<file path="src/design/ces_pkg.sv">
package ces_pkg;
	// Register offsets
	localparam logic [11:0] FCNT_OFS = 12'h0e8;
	localparam logic [11:0] STAT_OFS = 12'h100;
	localparam logic [11:0] MASK_OFS = 12'h104;
	// Widths
	localparam int CNT_W = 8;
	localparam int FLAG_W = 23;
	localparam int PSF_W = 4;
	// Values after reset
	localparam logic [7:0] FCNT_RST = 8'h00;
	localparam logic [22:0] MASK_RST = 23'h000000;
	localparam logic [22:0] FLAG_RST = 23'h000000;
	localparam logic [3:0] PSF_RST = 4'h0;
	// Sticky bits that software may clear
	localparam logic [22:0] FLAG_WR = 23'h0ffb3f;
	// Bit positions in the event status word
	localparam int B_FMT = 0;
	localparam int B_FCHG = 1;
	localparam int B_LINE = 2;
	localparam int B_CONV = 3;
	localparam int B_LOCK = 4;
	localparam int B_PRES = 5;
	localparam int B_SDONE = 8;
	localparam int B_GP = 9;
	localparam int B_PIRQ = 11;
	localparam int B_DROP = 12;
	localparam int B_LAT = 13;
	localparam int B_RESYNC = 14;
	localparam int B_BUS_PERR = 15;
	localparam int B_FPERR = 16;
	localparam int B_ABORT = 17;
	localparam int B_OPC = 18;
	localparam int B_SYNC = 19;
	localparam int B_FIELD = 24;
	localparam int B_ACK = 25;
	localparam int B_DMA = 27;
	localparam int B_PSF = 28;

	// Register access request
	typedef struct packed {
		logic wr;
		logic rd;
		logic [11:0] addr;
		logic [31:0] wdata;
	} ces_req_s;

	// One-cycle event pulses from the sources
	typedef struct packed {
		logic sync_ovf;
		logic sync_mismatch;
		logic bad_opcode;
		logic bad_sync_status;
		logic master_abort;
		logic target_abort;
		logic fetch_parity_err;
		logic parity_err;
		logic resync;
		logic overrun_latency;
		logic overrun_drop;
		logic instr_irq;
		logic serial_done;
		logic serial_ack;
		logic luma_ovf;
		logic chroma_ovf;
		logic line_start;
		logic fmt_change;
	} ces_evt_s;

	// Levels and configuration from the rest of the device
	typedef struct packed {
		logic video_present;
		logic line_lock;
		logic field_even;
		logic gp_interrupt_pin;
		logic line_reset_input;
		logic dma_active;
		logic parity_resp_en;
		logic gp_invert;
		logic gp_edge_mode;
		logic [1:0] capture_en;
	} ces_lvl_s;
endpackage

</file>
<file path="src/design/ces_edge.sv">
`timescale 1ns/1ns
module ces_edge #(
	parameter int W = 1
) (
	// Clock and reset
	input wire logic clk_i,
	input wire logic rst_n_i,
	// Sampled levels
	input wire logic [W-1:0] d_i,
	// Edge pulses
	output logic [W-1:0] rise_o,
	output logic [W-1:0] chg_o
);
	logic [W-1:0] prev_r;

	if (W < 1) begin : g_chk
		$error("ces_edge: W must be at least 1");
	end

	always_ff @(posedge clk_i or negedge rst_n_i) begin
		if (!rst_n_i) begin
			prev_r <= '0;
		end else begin
			prev_r <= d_i;
		end
	end

	assign rise_o = d_i & ~prev_r;
	assign chg_o = d_i ^ prev_r;
endmodule

</file>
<file path="src/design/ces_flag.sv">
`timescale 1ns/1ns
module ces_flag #(
	parameter int W = 23,
	parameter logic [W-1:0] RST = '0
) (
	// Clock and reset
	input wire logic clk_i,
	input wire logic rst_n_i,
	// Set and clear per bit
	input wire logic [W-1:0] set_i,
	input wire logic [W-1:0] clr_i,
	// Sticky flags
	output logic [W-1:0] q_o
);
	if (W < 1) begin : g_chk
		$error("ces_flag: W must be at least 1");
	end

	for (genvar i = 0; i < W; i++) begin : g_bit
		// Set beats a clear in the same cycle
		always_ff @(posedge clk_i or negedge rst_n_i) begin
			if (!rst_n_i) begin
				q_o[i] <= RST[i];
			end else if (set_i[i]) begin
				q_o[i] <= 1'b1;
			end else if (clr_i[i]) begin
				q_o[i] <= 1'b0;
			end
		end
	end
endmodule

</file>
<file path="src/design/ces_top.sv">
`timescale 1ns/1ns
module ces_top #(
	parameter int CNT_W = ces_pkg::CNT_W
) (
	// Clock and reset
	input wire logic clk_i,
	input wire logic rst_n_i,
	// Register access
	input wire ces_pkg::ces_req_s req_i,
	output logic [31:0] rdata_o,
	output logic rvalid_o,
	// Event sources
	input wire ces_pkg::ces_evt_s evt_i,
	input wire ces_pkg::ces_lvl_s lvl_i,
	input wire logic [3:0] psf_set_i,
	input wire logic [3:0] psf_clr_i,
	// Outputs to the device
	output logic irq_o,
	output logic run_clear_o
);
	localparam int FW = ces_pkg::FLAG_W;

	logic [CNT_W-1:0] cnt_r;
	logic [CNT_W-1:0] cnt_nxt;
	logic [FW-1:0] mask_r;
	logic [FW-1:0] flags;
	logic [FW-1:0] set_v;
	logic [FW-1:0] clr_v;
	logic [3:0] psf_r;
	logic [3:0] psf_nxt;
	logic ack_rcvd_r;
	logic ack_rcvd_nxt;
	logic run_clear_r;
	logic [31:0] rdata_r;
	logic rvalid_r;
	logic [4:0] lvl_v;
	logic [4:0] rise;
	logic [4:0] chg;
	wire hit_fcnt;
	wire hit_stat;
	wire hit_mask;
	wire fcnt_wr;
	wire stat_wr;
	wire mask_wr;
	wire gp_in;
	wire gp_evt;
	wire field_chg;
	wire cnt_inc;
	wire fperr_hit;
	wire [31:0] stat_w;
	wire [31:0] rd_word;

	if (CNT_W < 1 || CNT_W > 24) begin : g_chk
		$error("ces_top: CNT_W must be 1 to 24");
	end

	// Address decode
	assign hit_fcnt = req_i.addr == ces_pkg::FCNT_OFS;
	assign hit_stat = req_i.addr == ces_pkg::STAT_OFS;
	assign hit_mask = req_i.addr == ces_pkg::MASK_OFS;
	assign fcnt_wr = req_i.wr & hit_fcnt;
	assign stat_wr = req_i.wr & hit_stat;
	assign mask_wr = req_i.wr & hit_mask;

	// Edge detection on incoming levels
	assign gp_in = lvl_i.gp_interrupt_pin ^ lvl_i.gp_invert;
	assign lvl_v = {lvl_i.line_reset_input, gp_in, lvl_i.field_even,
		lvl_i.line_lock, lvl_i.video_present};

	ces_edge #(
		.W(5)
	) u_edge (
		.clk_i(clk_i),
		.rst_n_i(rst_n_i),
		.d_i(lvl_v),
		.rise_o(rise),
		.chg_o(chg)
	);

	assign field_chg = chg[2];
	assign gp_evt = lvl_i.gp_edge_mode ? rise[3] : gp_in;
	assign fperr_hit = lvl_i.parity_resp_en & evt_i.fetch_parity_err;

	assign set_v[ces_pkg::B_FMT] = evt_i.fmt_change;
	assign set_v[ces_pkg::B_FCHG] = field_chg;
	assign set_v[ces_pkg::B_LINE] = evt_i.line_start | rise[4];
	assign set_v[ces_pkg::B_CONV] = evt_i.luma_ovf | evt_i.chroma_ovf;
	assign set_v[ces_pkg::B_LOCK] = chg[1];
	assign set_v[ces_pkg::B_PRES] = chg[0];
	assign set_v[7:6] = 2'h0;
	assign set_v[10] = 1'b0;
	assign set_v[22:20] = 3'h0;
	assign set_v[ces_pkg::B_SDONE] = evt_i.serial_done;
	assign set_v[ces_pkg::B_GP] = gp_evt;
	assign set_v[ces_pkg::B_PIRQ] = evt_i.instr_irq;
	assign set_v[ces_pkg::B_DROP] = evt_i.overrun_drop;
	assign set_v[ces_pkg::B_LAT] = evt_i.overrun_latency;
	assign set_v[ces_pkg::B_RESYNC] = evt_i.resync;
	assign set_v[ces_pkg::B_BUS_PERR] = evt_i.parity_err;
	assign set_v[ces_pkg::B_FPERR] = fperr_hit;
	assign set_v[ces_pkg::B_ABORT] = evt_i.master_abort | evt_i.target_abort;
	assign set_v[ces_pkg::B_OPC] = evt_i.bad_opcode | evt_i.bad_sync_status;
	assign set_v[ces_pkg::B_SYNC] = evt_i.sync_ovf | evt_i.sync_mismatch;

	assign clr_v = stat_wr ? (req_i.wdata[FW-1:0] & ces_pkg::FLAG_WR) : '0;

	ces_flag #(
		.W(FW),
		.RST(ces_pkg::FLAG_RST)
	) u_flag (
		.clk_i(clk_i),
		.rst_n_i(rst_n_i),
		.set_i(set_v),
		.clr_i(clr_v),
		.q_o(flags)
	);

	assign cnt_inc = field_chg & |lvl_i.capture_en;
	// Write clears, keeping a same-cycle count
	assign cnt_nxt = fcnt_wr ? {{(CNT_W-1){1'b0}}, cnt_inc} : cnt_r + {{(CNT_W-1){1'b0}}, cnt_inc};
	assign psf_nxt = (psf_r & ~psf_clr_i) | psf_set_i;
	assign ack_rcvd_nxt = evt_i.serial_done ? evt_i.serial_ack : ack_rcvd_r;

	assign stat_w = {psf_r, lvl_i.dma_active, 1'b0, ack_rcvd_r, lvl_i.field_even, 1'b0, flags};
	assign rd_word = hit_fcnt ? {{(32-CNT_W){1'b0}}, cnt_r} :
		hit_stat ? stat_w :
		hit_mask ? {{(32-FW){1'b0}}, mask_r} : 32'h00000000;

	always_ff @(posedge clk_i or negedge rst_n_i) begin
		if (!rst_n_i) begin
			cnt_r <= CNT_W'(ces_pkg::FCNT_RST);
			mask_r <= ces_pkg::MASK_RST;
			psf_r <= ces_pkg::PSF_RST;
			ack_rcvd_r <= 1'b0;
			run_clear_r <= 1'b0;
		end else begin
			cnt_r <= cnt_nxt;
			psf_r <= psf_nxt;
			ack_rcvd_r <= ack_rcvd_nxt;
			run_clear_r <= fperr_hit;
			if (mask_wr) begin
				mask_r <= req_i.wdata[FW-1:0];
			end
		end
	end

	always_ff @(posedge clk_i or negedge rst_n_i) begin
		if (!rst_n_i) begin
			rdata_r <= 32'h00000000;
			rvalid_r <= 1'b0;
		end else begin
			rvalid_r <= req_i.rd;
			if (req_i.rd) begin
				rdata_r <= rd_word;
			end
		end
	end

	assign rdata_o = rdata_r;
	assign rvalid_o = rvalid_r;
	assign run_clear_o = run_clear_r;
	assign irq_o = |(flags & mask_r);
endmodule
</file>
<file path="config.mk">
export PLATFORM = sky130hd
export DESIGN_NAME = ces_top
export DESIGN_NICKNAME = d
export VERILOG_FILES = /design/src/design/ces_pkg.sv /design/src/design/ces_edge.sv /design/src/design/ces_flag.sv /design/src/design/ces_top.sv
export SDC_FILE = /design/constraint.sdc
export NUM_CORES = 1
export LEC_CHECK = 0
export BUFFER_PORTS_ARGS = -buffer_cell sky130_fd_sc_hd__buf_2
export CAP_MARGIN = 20
export CELL_PAD_IN_SITES_DETAIL_PLACEMENT = 1
export CELL_PAD_IN_SITES_GLOBAL_PLACEMENT = 1
export CORE_MARGIN = 3
export CORE_UTILIZATION = 41
export DETAILED_ROUTE_END_ITERATION = 16
export PLACE_DENSITY = 0.85
export SYNTH_ARGS = -nofsm -noshare
export SYNTH_HDL_FRONTEND = slang
export SYNTH_HIERARCHICAL = 1
export SYNTH_SLANG_ARGS = --single-unit
</file>
<file path="constraint.sdc">
create_clock -name clk_i -period 2 [get_ports clk_i]
set_input_delay 0.1 -clock clk_i [delete_from_list [all_inputs] [get_ports clk_i]]
set_output_delay 0.1 -clock clk_i [all_outputs]
set_load 0.03 [all_outputs]
</file>
## Word level (Yosys, flattened, before mapping)

Index checks and enable logic that the tools add are counted.

| word-level totals | value |
|---|---|
| flip-flop bits (word level) | 92 |
| output and inout port bits | 35 |

| cells by class | value |
|---|---|
| reductions and logical operators | 19 |
| eq/ne operators | 3 |
| muxes and demuxes | 40 |
| bitwise operators | 18 |
| add/sub/neg operators | 1 |

Operators with widths:

| kind | count |
|---|---|
| $mux 32 | 2 |
| $mux 1 | 35 |
| $reduce_bool 2->1 | 17 |
| $eq 12x9->1 const B | 2 |
| $and 20x23->23 | 1 |
| $mux 23 | 1 |
| $reduce_or 23->1 | 1 |
| $mux 20 | 1 |
| $eq 12x8->1 const B | 1 |
| $add 8x1->8 | 1 |
| $mux 8 | 1 |
| $and 1x1->1 | 5 |
| $and 5x5->5 | 1 |
| $not 5->5 | 1 |
| $or 1x1->1 | 5 |
| $and 4x4->4 | 1 |
| $not 4->4 | 1 |
| $or 4x4->4 | 1 |
| $xor 3x3->3 | 1 |
| $reduce_or 2->1 | 1 |
| $xor 1x1->1 | 1 |

## Logic depth before layout (Yosys ltp)

Gate-level depths: netlist of run 1.

| logic depth | value |
|---|---|
| depth after elaboration | 5 |
| mapped depth | 9 |
| mapped depth without buffers | 9 |

## Hierarchy

The synthesis of run 1 kept the hierarchy.

By module, submodules not included:

| module | area an instance (µm²) | times used | cells each | sequential area each (µm²) |
|---|---|---|---|---|
| ces_top | 3367.0 | 1 | 262 | 1701.6 |
| ces_flag | 834.6 | 1 | 69 | 575.6 |
| ces_edge | 225.2 | 1 | 20 | 125.1 |

## Worst setup path after synthesis of run 1

OpenSTA, ideal clock, no wires.

| timing path | value |
|---|---|
| path kind | reg-to-reg |
| from | register u_edge.prev_r[2] |
| to | register cnt_r[7] |
| data arrival time | 1.475 ns |
| cell stages (with the launch flop) | 10 |
| slack | 0.405 ns |
| setup time | 0.121 ns |
| clock period less this slack | 1.595 ns |
| cell sequence | dfrtp_1 inv_1 ha_1 inv_1 o21a_1 ha_1 nand3_1 nor3_1 xnor2_1 nor2_1 |

| between the ends | value |
|---|---|
| longest elaborated chain between the ends | 4 |

Ends and longest elaborated chain:

| element | line | RTL |
|---|---|---|
| start, declared | ces_edge.sv:14 | `logic [W-1:0] prev_r;` |
| start signal, assigned | ces_edge.sv:24 | `prev_r <= d_i;` |
| $xor 3x3->3 | ces_edge.sv:29 | `assign chg_o = d_i ^ prev_r;` |
| net chg[2] | ces_top.sv:38 | `logic [4:0] chg;` |
| $and 1x1->1 | ces_top.sv:118 | `assign cnt_inc = field_chg & \|lvl_i.capture_en;` |
| $add 8x1->8 | ces_top.sv:120 | `assign cnt_nxt = fcnt_wr ? {{(CNT_W-1){1'b0}}, cnt_inc} : cnt_r + {{(CNT_W-1){1'b0}}, cnt_inc};` |
| $mux 8 | ces_top.sv:120 |  |
| net cnt_nxt[7] | ces_top.sv:24 | `logic [CNT_W-1:0] cnt_nxt;` |
| end signal, assigned | ces_top.sv:131 | `cnt_r <= CNT_W'(ces_pkg::FCNT_RST);` |
| end signal, assigned | ces_top.sv:137 | `cnt_r <= cnt_nxt;` |
| end, declared | ces_top.sv:23 | `logic [CNT_W-1:0] cnt_r;` |

The timed path passes the listed nets, and every way through them passes these cells.
A chain may end at the register's enable or synchronous reset.

## Worst setup path in the final report of run 1

| timing path | value |
|---|---|
| from | input port lvl_i[8] (netlist name) |
| to | register cnt_r[4] |

| between the ends | value |
|---|---|
| longest elaborated chain between the ends | 4 |

Ends and longest elaborated chain:

| element | line | RTL |
|---|---|---|
| start, declared | ces_top.sv:14 | `input wire ces_pkg::ces_lvl_s lvl_i,` |
| $xor 3x3->3 | ces_edge.sv:29 |  |
| net chg[2] | ces_top.sv:38 |  |
| $and 1x1->1 | ces_top.sv:118 |  |
| $add 8x1->8 | ces_top.sv:120 |  |
| $mux 8 | ces_top.sv:120 |  |
| net cnt_nxt[4] | ces_top.sv:24 |  |

The timed path passes the listed nets, and every way through them passes these cells.

==> out/qor.csv, run 1 <==
metric;value;unit
r2r_cells;9;
grt_pass1_wl;20000;um
drtPass1Iterations;4;
rr_startpoint;u_edge/prev_r[2];
critPathLaunchType;primary input;
path_clk_slew;100;ps
fill_cells;1130;
syn-instance-count;349;
clockBufferDepth;2;
drt_iter0_drc;164;
die-height;110;um
seqCellArea;0.00240;mm2
tightestPinTransition;516;ps
grtUsageMet2;37.8;%
antenna_found_initial;0;
leakagePower;2.94;nW
hold_viol;0;
netlist_area;0.00442;mm2
diodes;0;
overflow;0;
multi_input_area;0.00183;mm2
grt_use_total;21.8;%
synth_warnings;6;
crit_end;cnt_r[4];
rsz0062_at_grt;true;
rows;37;
io_pins;120;
gp_congestion;0.829;
start_util;42.4;%
critical_path_class;in -> reg;
endpoint_kind;register;
setup-violations-final;0;
min_period;1930;ps
crit_fanout;3;
met1_usage;27.1;%
p_per_area;676;mW/mm2
skew;18.1;ps
hpwl;8130;um
grt_max_degree;43;
vias;3347;
maxSlewHeadroom;65.4;%
fin_util;56.7;%
cts_num_sinks;96;
die_area;0.0121;mm2
ir_drop;0.362;mV
final_layout_size_suffix_gt1_share;33.8;%
core_area;0.0104;mm2
root_buffer;clkbuf_8;
layout.nets;619;
timing.hold.ws;17.8;ps
finalCritPeriodShare;96.6;%
chipWidth;110;um
fin_setup_tns;0;ps
syn_to_final_growth;33.7;%
cts_tree;built;
drc;0;
rrSetupSlack;120;ps
grtUsageMet3;4.29;%
htreeDepth;3;
final_antenna_net_count;0;
hold_class;in -> reg;
clk_latency;360;ps
wl_per_cell;18.6;um
final_max_slew_viol_count;0;
drv_cap;0;
cts-buffers-inserted;9;
timing.rr.end;cnt_r[4];
status;complete, no violations;
max_freq;517;MHz
grt_pass1_vias;3838;
vias_per_cell;5.01;
crit_path_start;lvl_i[8];
crit_arrival;2170;ps
routed_wl;12400;um
avgSynthCellArea;12.7;um2
top_usage_layer;met2;
crit_required;2230;ps
portBuffers;108;
## cell type report
cell class              count  share of cell area (%)
flip-flops and latches     96                    40.7
repair buffers            170                    19.7
clock inverters             5                   0.932
clock buffers              11                    2.56
multi-input cells         213                    31.0
well taps                 136                    2.88
inverters                  37                    2.35
## layer usage
layer / wire length (um) / share of wire, %
met2: 6440 / 52
met5: 0 / 0
met1: 5280 / 42
met3: 457 / 3.7
met4: 261 / 2.1
## critical path, cell delays in order
cell and delay [ps]:
dlygate4sd3_1 540, buf_2 150, ha_1 310, inv_1 100
o21a_1 180, ha_1 180, nand4_1 200, buf_4 200
xnor2_1 150, nor2_1 50
## where the power goes
| group | total [mW] | internal [mW] | leakage (nW) | switching (mW) |
|---|---|---|---|---|
| combinational | 0.538 | 0.279 | 1.65 | 0.259 |
| sequential | 2.12 | 2.03 | 1.19 | 0.0920 |
| clock | 1.33 | 0.643 | 0.101 | 0.688 |
## what timing repair did
action                     CTS  global route
setup buffers                0             1
hold endpoints to repair   106             2
resized for setup            0             5
setup endpoints to repair    0             4
hold buffers                51             3
## worst min path at each step
stage | start | end | slack [ps] | cells after the start
floorplan | rst_n_i | ack_rcvd_r | -200 | 0
CTS | req_i[1] | mask_r[1] | 3 | 2
finish | evt_i[1] | u_flag/q_o[2] | 20 | 3
global route | evt_i[1] | u_flag/q_o[2] | 4 | 3
global placement | rst_n_i | u_edge/prev_r[1] | 7 | 1
detailed placement | rst_n_i | u_flag/q_o[4] | 20 | 1
## sequential cells by signal (all words and copies together), names as in the netlist
name,count
rdata_o,30
mask_r,23
u_flag/q_o,23
cnt_r,8
u_edge/prev_r,5
psf_r,4
ack_rcvd_r,1
run_clear_o,1
rvalid_o,1
## per-stage QoR
step	power, mW	instances	setup slack [ps]	area [um2]
5_1_grt	4.21	668	-73.3	5910
3_5_place_dp	2.60	597	142	5140
4_1_cts	4.01	664	19.7	5860
6_report	3.99	668	67.2	5910
2_1_floorplan	2.38	362	405	4470
3_3_place_gp	2.56	597	279	5140
## cell usage in the layout, fill, tap and decap left out, drive strengths merged
cell type      n
bufinv         1
and3           3
a222oi         1
and4b          1
nor3           4
a22o           8
ha             7
and3b          1
mux2          34
and2          18
o21a           1
nor2b          9
a21o          27
nand3b         1
mux2i         15
conb          14
or2            5
nor2          10
a221o          8
dfrtp         96
nor3b          2
clkinvlp       2
xor2           3
a221oi         1
xnor2          5
nand4          3
a22oi          8
o2bb2ai       15
clkbuf        11
dlygate4sd3   54
and4bb         1
inv           37
buf          116
nand3          4
and4           1
nand2          3
clkinv         2
Power figures use the tool's default switching activity.
==> run 2, diff against run 1 <==
--- a/config.mk
+++ b/config.mk
@@ -12,6 +12,7 @@
 export CORE_MARGIN = 3
 export CORE_UTILIZATION = 41
 export DETAILED_ROUTE_END_ITERATION = 16
+export HOLD_SLACK_MARGIN = 0.05
 export PLACE_DENSITY = 0.85
 export SYNTH_ARGS = -nofsm -noshare
 export SYNTH_HDL_FRONTEND = slang
==> run 2 against run 1 <==
Net effect: cell count increased by 0.75%; critical path type unchanged; via count up 0.69%; clock skew down 2.7 ps; sequential share of layout area down 0.34 points; maximum frequency fell by 0.84%; routed wire length rose by 1.7%; utilization grew 0.48 points; power increased by 0.36%.
==> out/qor.csv, run 2 (synthesis results as in run 1) <==
metric;value;unit;change
status;complete, no violations;;
final_area;0.00596;mm2;+0.85%
die-height;110;um;unchanged
crit_required;2230;ps;about the same
rsz0062_at_grt;true;;
crit_fanout;3;;unchanged
crit_family;buffers and inverters;;
path_cells;dlygate4sd3_1 > buf_2 > ha_1 > inv_1 > o21a_1 > ha_1 > nand4_1 > buf_4 > xnor2_1 > nor2_1;;
overflow;0;;unchanged
start_util;42.4;%;unchanged
final_layout_size_suffix_gt1_share;33.5;%;-0.32 points
grt_pass1_vias;3877;;+1.0%
cts_tree;built;;
cts_num_sinks;96;;unchanged
io_pins;120;;unchanged
layout.nets;624;;+0.81%
grt_use_total;22.2;%;+0.43 points
skew;15.3;ps;-2.73 ps
core_area;0.0104;mm2;unchanged
rrSetupSlack;100;ps;-20 ps
hpwl;8130;um;unchanged
cts-buffers-inserted;9;;unchanged
grt_pass1_wl;20300;um;+1.7%
final_max_slew_viol_count;0;;unchanged
drt_iter0_drc;121;;-26%
final_common_cell;buf_2;;
rows;37;;unchanged
vias;3370;;+0.69%
max_freq;513;MHz;-0.84%
leakagePower;2.96;nW;+0.63%
post-place-ws;142;ps;unchanged
final_antenna_net_count;0;;unchanged
hold_viol;0;;unchanged
htreeDepth;3;;unchanged
final_cell_mix;buf_2, dfrtp_1, dlygate4sd3_1;;
grt_max_degree;43;;unchanged
diodes;0;;unchanged
p_per_area;673;mW/mm2;-0.48%
maxSlewHeadroom;64.9;%;-0.54 points
drtPass1Iterations;4;;unchanged
portBuffers;108;;unchanged
root_buffer;clkbuf_8;;
largest_reg_flops;30;;unchanged
antenna_found_initial;0;;unchanged
worst_slack;50.9;ps;-16.3 ps
place_inst;597;;unchanged
path_clk_slew;100;ps;about the same
clk_latency;360;ps;about the same
vias_per_cell;5.01;;about the same
slowest_delay;540;ps;about the same
instances_no_fill;673;;+0.75%
clockBufferDepth;2;;unchanged
hold_class;in -> reg;;
slowest_stage;dlygate4sd3_1;;
finalCritPeriodShare;97.5;%;+0.81 points
critical_path_class;in -> reg;;
tightestPinTransition;524;ps;+8.05 ps
die_area;0.0121;mm2;unchanged
syn_to_final_growth;34.9;%;
routed_wl;12700;um;+1.7%
crit_arrival;2180;ps;about the same
critPathLaunchType;primary input;;
endpoint_kind;register;;
drc;0;;unchanged
chipWidth;110;um;unchanged
cp_common_cell;ha_1;;
gp_congestion;0.829;;unchanged
setup-violations-final;0;;unchanged
place_area;0.00514;mm2;unchanged
wl_per_cell;18.8;um;+0.95%
min_period;1950;ps;+16.3 ps
crit_buf_inv;4;;unchanged
drv_cap;0;;unchanged
ir_drop;0.356;mV;-1.5%
-- run 2: changes by cell type in the layout (fill, tap and decap cells not counted), sizes merged --
cell,previous run,this run
dlygate4sd3,54,59
-- run 2: final timing paths --
| kind | from | endpoint | cells after the start |
|---|---|---|---|
| max | lvl_i[8] | cnt_r[4] | 10 |
| min | lvl_i[4] | u_flag/q_o[16] | 3 |
| max reg2reg | u_edge/prev_r[2] | cnt_r[4] | 9 |
| min reg2reg | rdata_o[22] | rdata_o[22] | 1 |
| max in group asynchronous | rst_n_i | rdata_o[28] | 3 |
| min in group asynchronous | rst_n_i | cnt_r[2] | 2 |
-- run 2: routing by layer --
layer	share of wire (%)	GRT usage (%)
met1	43	27.7
met2	51	38.5
met5	0	0
met3	3.8	4.29
met4	2.3	7.48
-- run 2: report_power, final --
group | total [mW] | switching, mW | internal [mW]
clock network | 1.33 | 0.691 | 0.643
logic | 0.549 | 0.263 | 0.286
registers | 2.13 | 0.0928 | 2.03
total | 4.01 | 1.05 | 2.96
-- run 2: worst min-delay path, delay by kind of cell --
family	cells	cell delay, ps
AOI/OAI and AO/OA	1	80
buffers and inverters	1	70
and+or+nand+nor	1	130
-- run 2: metrics by stage --
step | power, mW | TNS [ps] | utilization (%) | hold WS [ps]
final | 4.01 | 0 | 57.2 | 55.1
after global routing | 4.21 | -111 | 57.2 | 53.6
after CTS | 4.03 | 0 | 57.0 | 52.1
after detailed placement | 2.60 | 0 | 49.4 | 16.3
after global placement | 2.56 | 0 | 49.4 | 7.15
after floorplan | 2.38 | 0 | - | -196
-- run 2: timing repair --
item                                    4_1_cts  5_1_grt
hold endpoints to repair                    111        0
resized for setup                             0        5
endpoints found under the setup margin        0        4
setup buffers                                 0        1
hold buffers                                 59        0
-- run 2: area by class of cell --
type                       instances  area [um2]
clock buffer                      11         151
clock inverter                     5        55.1
fill                            1122        4460
inverter                          37         139
multi-input combinational        213        1830
sequential                        96        2400
tap                              136         170
timing repair buffer             175        1210
==> run 3, diff against run 2 <==
--- a/config.mk
+++ b/config.mk
@@ -9,11 +9,13 @@
 export CAP_MARGIN = 20
 export CELL_PAD_IN_SITES_DETAIL_PLACEMENT = 1
 export CELL_PAD_IN_SITES_GLOBAL_PLACEMENT = 1
-export CORE_MARGIN = 3
+export CORE_MARGIN = 1.5
 export CORE_UTILIZATION = 41
 export DETAILED_ROUTE_END_ITERATION = 16
+export GPL_ROUTABILITY_DRIVEN = 0
 export HOLD_SLACK_MARGIN = 0.05
 export PLACE_DENSITY = 0.85
+export RECOVER_POWER = 100
 export SYNTH_ARGS = -nofsm -noshare
 export SYNTH_HDL_FRONTEND = slang
 export SYNTH_HIERARCHICAL = 1
==> run 3 against run 2 <==
Net effect: via count rose by 1.8%; combinational power shrank 6.9%; clock skew fell by 5.8 ps; clock-buffer cell count unchanged; power rose by 0.15%; worst setup slack better by 11 ps; utilization decreased by 1.3 points; clock power is 4% higher; hold slack improved by 59 ps.
==> out/qor.csv, run 3 (synthesis results as in run 1) <==
metric;value;unit;change
hold_viol;0;;unchanged
worst_slack;62.2;ps;+11.3 ps
place_inst;597;;unchanged
portBuffers;108;;unchanged
timing.rr.end;cnt_r[7];;
fill_cells;1159;;+3.3%
fin_setup_tns;0;ps;unchanged
final_max_slew_viol_count;0;;unchanged
cts_post_setup_buffers_inserted;0;;unchanged
min_period;1940;ps;-11.3 ps
whs_path_depth;3;;unchanged
final_area;0.00580;mm2;-2.7%
place_area;0.00514;mm2;unchanged
critical_path_class;reg -> out;;
r2r_cells;9;;unchanged
clk_latency;360;ps;about the same
htreeDepth;3;;unchanged
overflow;0;;unchanged
grt_pass1_wl;19800;um;-2.8%
clockBufferDepth;2;;unchanged
drtPass1Iterations;4;;unchanged
core_area;0.0104;mm2;-0.44%
die-height;107;um;-2.7%
hp-start;lvl_i[4];;
final_common_cell;dfrtp_1;;
rsz0062_at_grt;true;;
total_power;4.01;mW;+0.15%
final_antenna_net_count;0;;unchanged
largest_reg_flops;30;;unchanged
max_freq;516;MHz;+0.58%
final_layout_size_suffix_gt1_share;20.9;%;-13 points
hold_end;u_flag/q_o[16];;
hpwl;7910;um;-2.7%
die_area;0.0114;mm2;-5.4%
final_cell_mix;dfrtp_1, buf_2, dlygate4sd3_1;;
maxSlewHeadroom;15.3;%;-50 points
crit_required;1900;ps;-330 ps
root_buffer;clkbuf_8;;
wl_per_cell;18.2;um;-3.2%
drc;0;;unchanged
status;complete, no violations;;
rrSetupSlack;220;ps;+120 ps
pwr-share-seq;52.9;%;about the same
diodes;0;;unchanged
start_util;42.6;%;+0.19 points
endpoint_kind;output pin;;
p_clk_share;34.3;%;+1.0 points
drv_cap;0;;unchanged
antenna_found_initial;0;;unchanged
timing.hold.ws;114;ps;+58.5 ps
chipWidth;107;um;-2.7%
cts_tree;built;;
crit_fanout;3;;unchanged
vias;3430;;+1.8%
p_per_area;692;mW/mm2;+2.9%
sw_frac_of_total;25.2;%;-0.93 points
finalCritPeriodShare;96.9;%;-0.56 points
layout.nets;624;;unchanged
cts_num_sinks;96;;unchanged
intPower;3.00;mW;+1.4%
vias_per_cell;5.10;;+1.8%
rows;37;;unchanged
crit_arrival;1840;ps;-340 ps
cts-buffers-inserted;9;;unchanged
grt_use_total;22.6;%;+0.41 points
leakagePower;2.72;nW;-8.1%
path_clk_slew;90;ps;about the same
grt_pass1_vias;3888;;+0.28%
switchingPower;1.01;mW;-3.4%
rr_startpoint;u_edge/prev_r[2];;
drt_iter0_drc;117;;-3.3%
post-place-ws;264;ps;+122 ps
critPathLaunchType;register;;
grt_max_degree;45;;+4.7%
hold_class;in -> reg;;
combPwrFrac;12.7;%;-1.0 points
tightestPinTransition;1270;ps;+746 ps
ir_drop;0.390;mV;+9.6%
syn_to_final_growth;31.2;%;
instances_no_fill;673;;unchanged
fin_util;55.9;%;-1.3 points
io_pins;120;;unchanged
skew;9.58;ps;-5.76 ps
routed_wl;12300;um;-3.2%
setup-violations-final;0;;unchanged
==> run 3: power by group through the flow <==
stage	logic [mW]	registers, mW	clock network (mW)
6_report	0.511	2.13	1.38
2_1_floorplan	0.242	2.14	0
3_5_place_dp	0.428	2.16	0
4_1_cts	0.530	2.12	1.41
3_3_place_gp	0.404	2.15	0
5_1_grt	0.567	2.14	1.48
==> run 3: repair_timing <==
item,CTS,global route
pin swaps,1,0
hold endpoints to repair,114,0
setup endpoints to repair,1,1
hold buffers,60,0
resized for setup,2,0
==> run 3: worst max path at each step <==
stage | start | endpoint | cells after the start
2_1_floorplan | u_edge/prev_r[2] | cnt_r[7] | 9
3_3_place_gp | u_edge/prev_r[2] | cnt_r[7] | 9
3_5_place_dp | u_edge/prev_r[2] | cnt_r[6] | 9
4_1_cts | mask_r[7] | irq_o | 5
5_1_grt | mask_r[7] | irq_o | 5
6_report | mask_r[7] | irq_o | 5
==> run 3: critical path, stage by stage (launching register included) <==
cell and delay (ps):
dfrtp_1 400, a222oi_1 470, nand3_1 120, nor2_1 120
nand4_1 170, buf_6 200
==> run 3: area by class of cell <==
| type | count | area [um2] | share of cell area (%) |
|---|---|---|---|
| Sequential cell | 96 | 2400 | 41.4 |
| Clock inverter | 5 | 81.3 | 1.40 |
| Multi-Input combinational cell | 213 | 1730 | 29.9 |
| Timing Repair Buffer | 175 | 1140 | 19.7 |
| Tap cell | 136 | 170 | 2.93 |
| Clock buffer | 11 | 131 | 2.27 |
| Inverter | 37 | 139 | 2.39 |
==> run 3: layer usage <==
| metal | wire (um) | track usage [%] | vias to the layer above | part of all wire [%] |
|---|---|---|---|---|
| met1 | 5140 | 27.2 | 1745 | 42 |
| met5 | 0 | 0 | - | 0 |
| met3 | 390 | 3.47 | 25 | 3.2 |
| met2 | 6450 | 40.7 | 96 | 53 |
| met4 | 272 | 8.67 | 0 | 2.2 |
| li1 | - | - | 1564 | - |
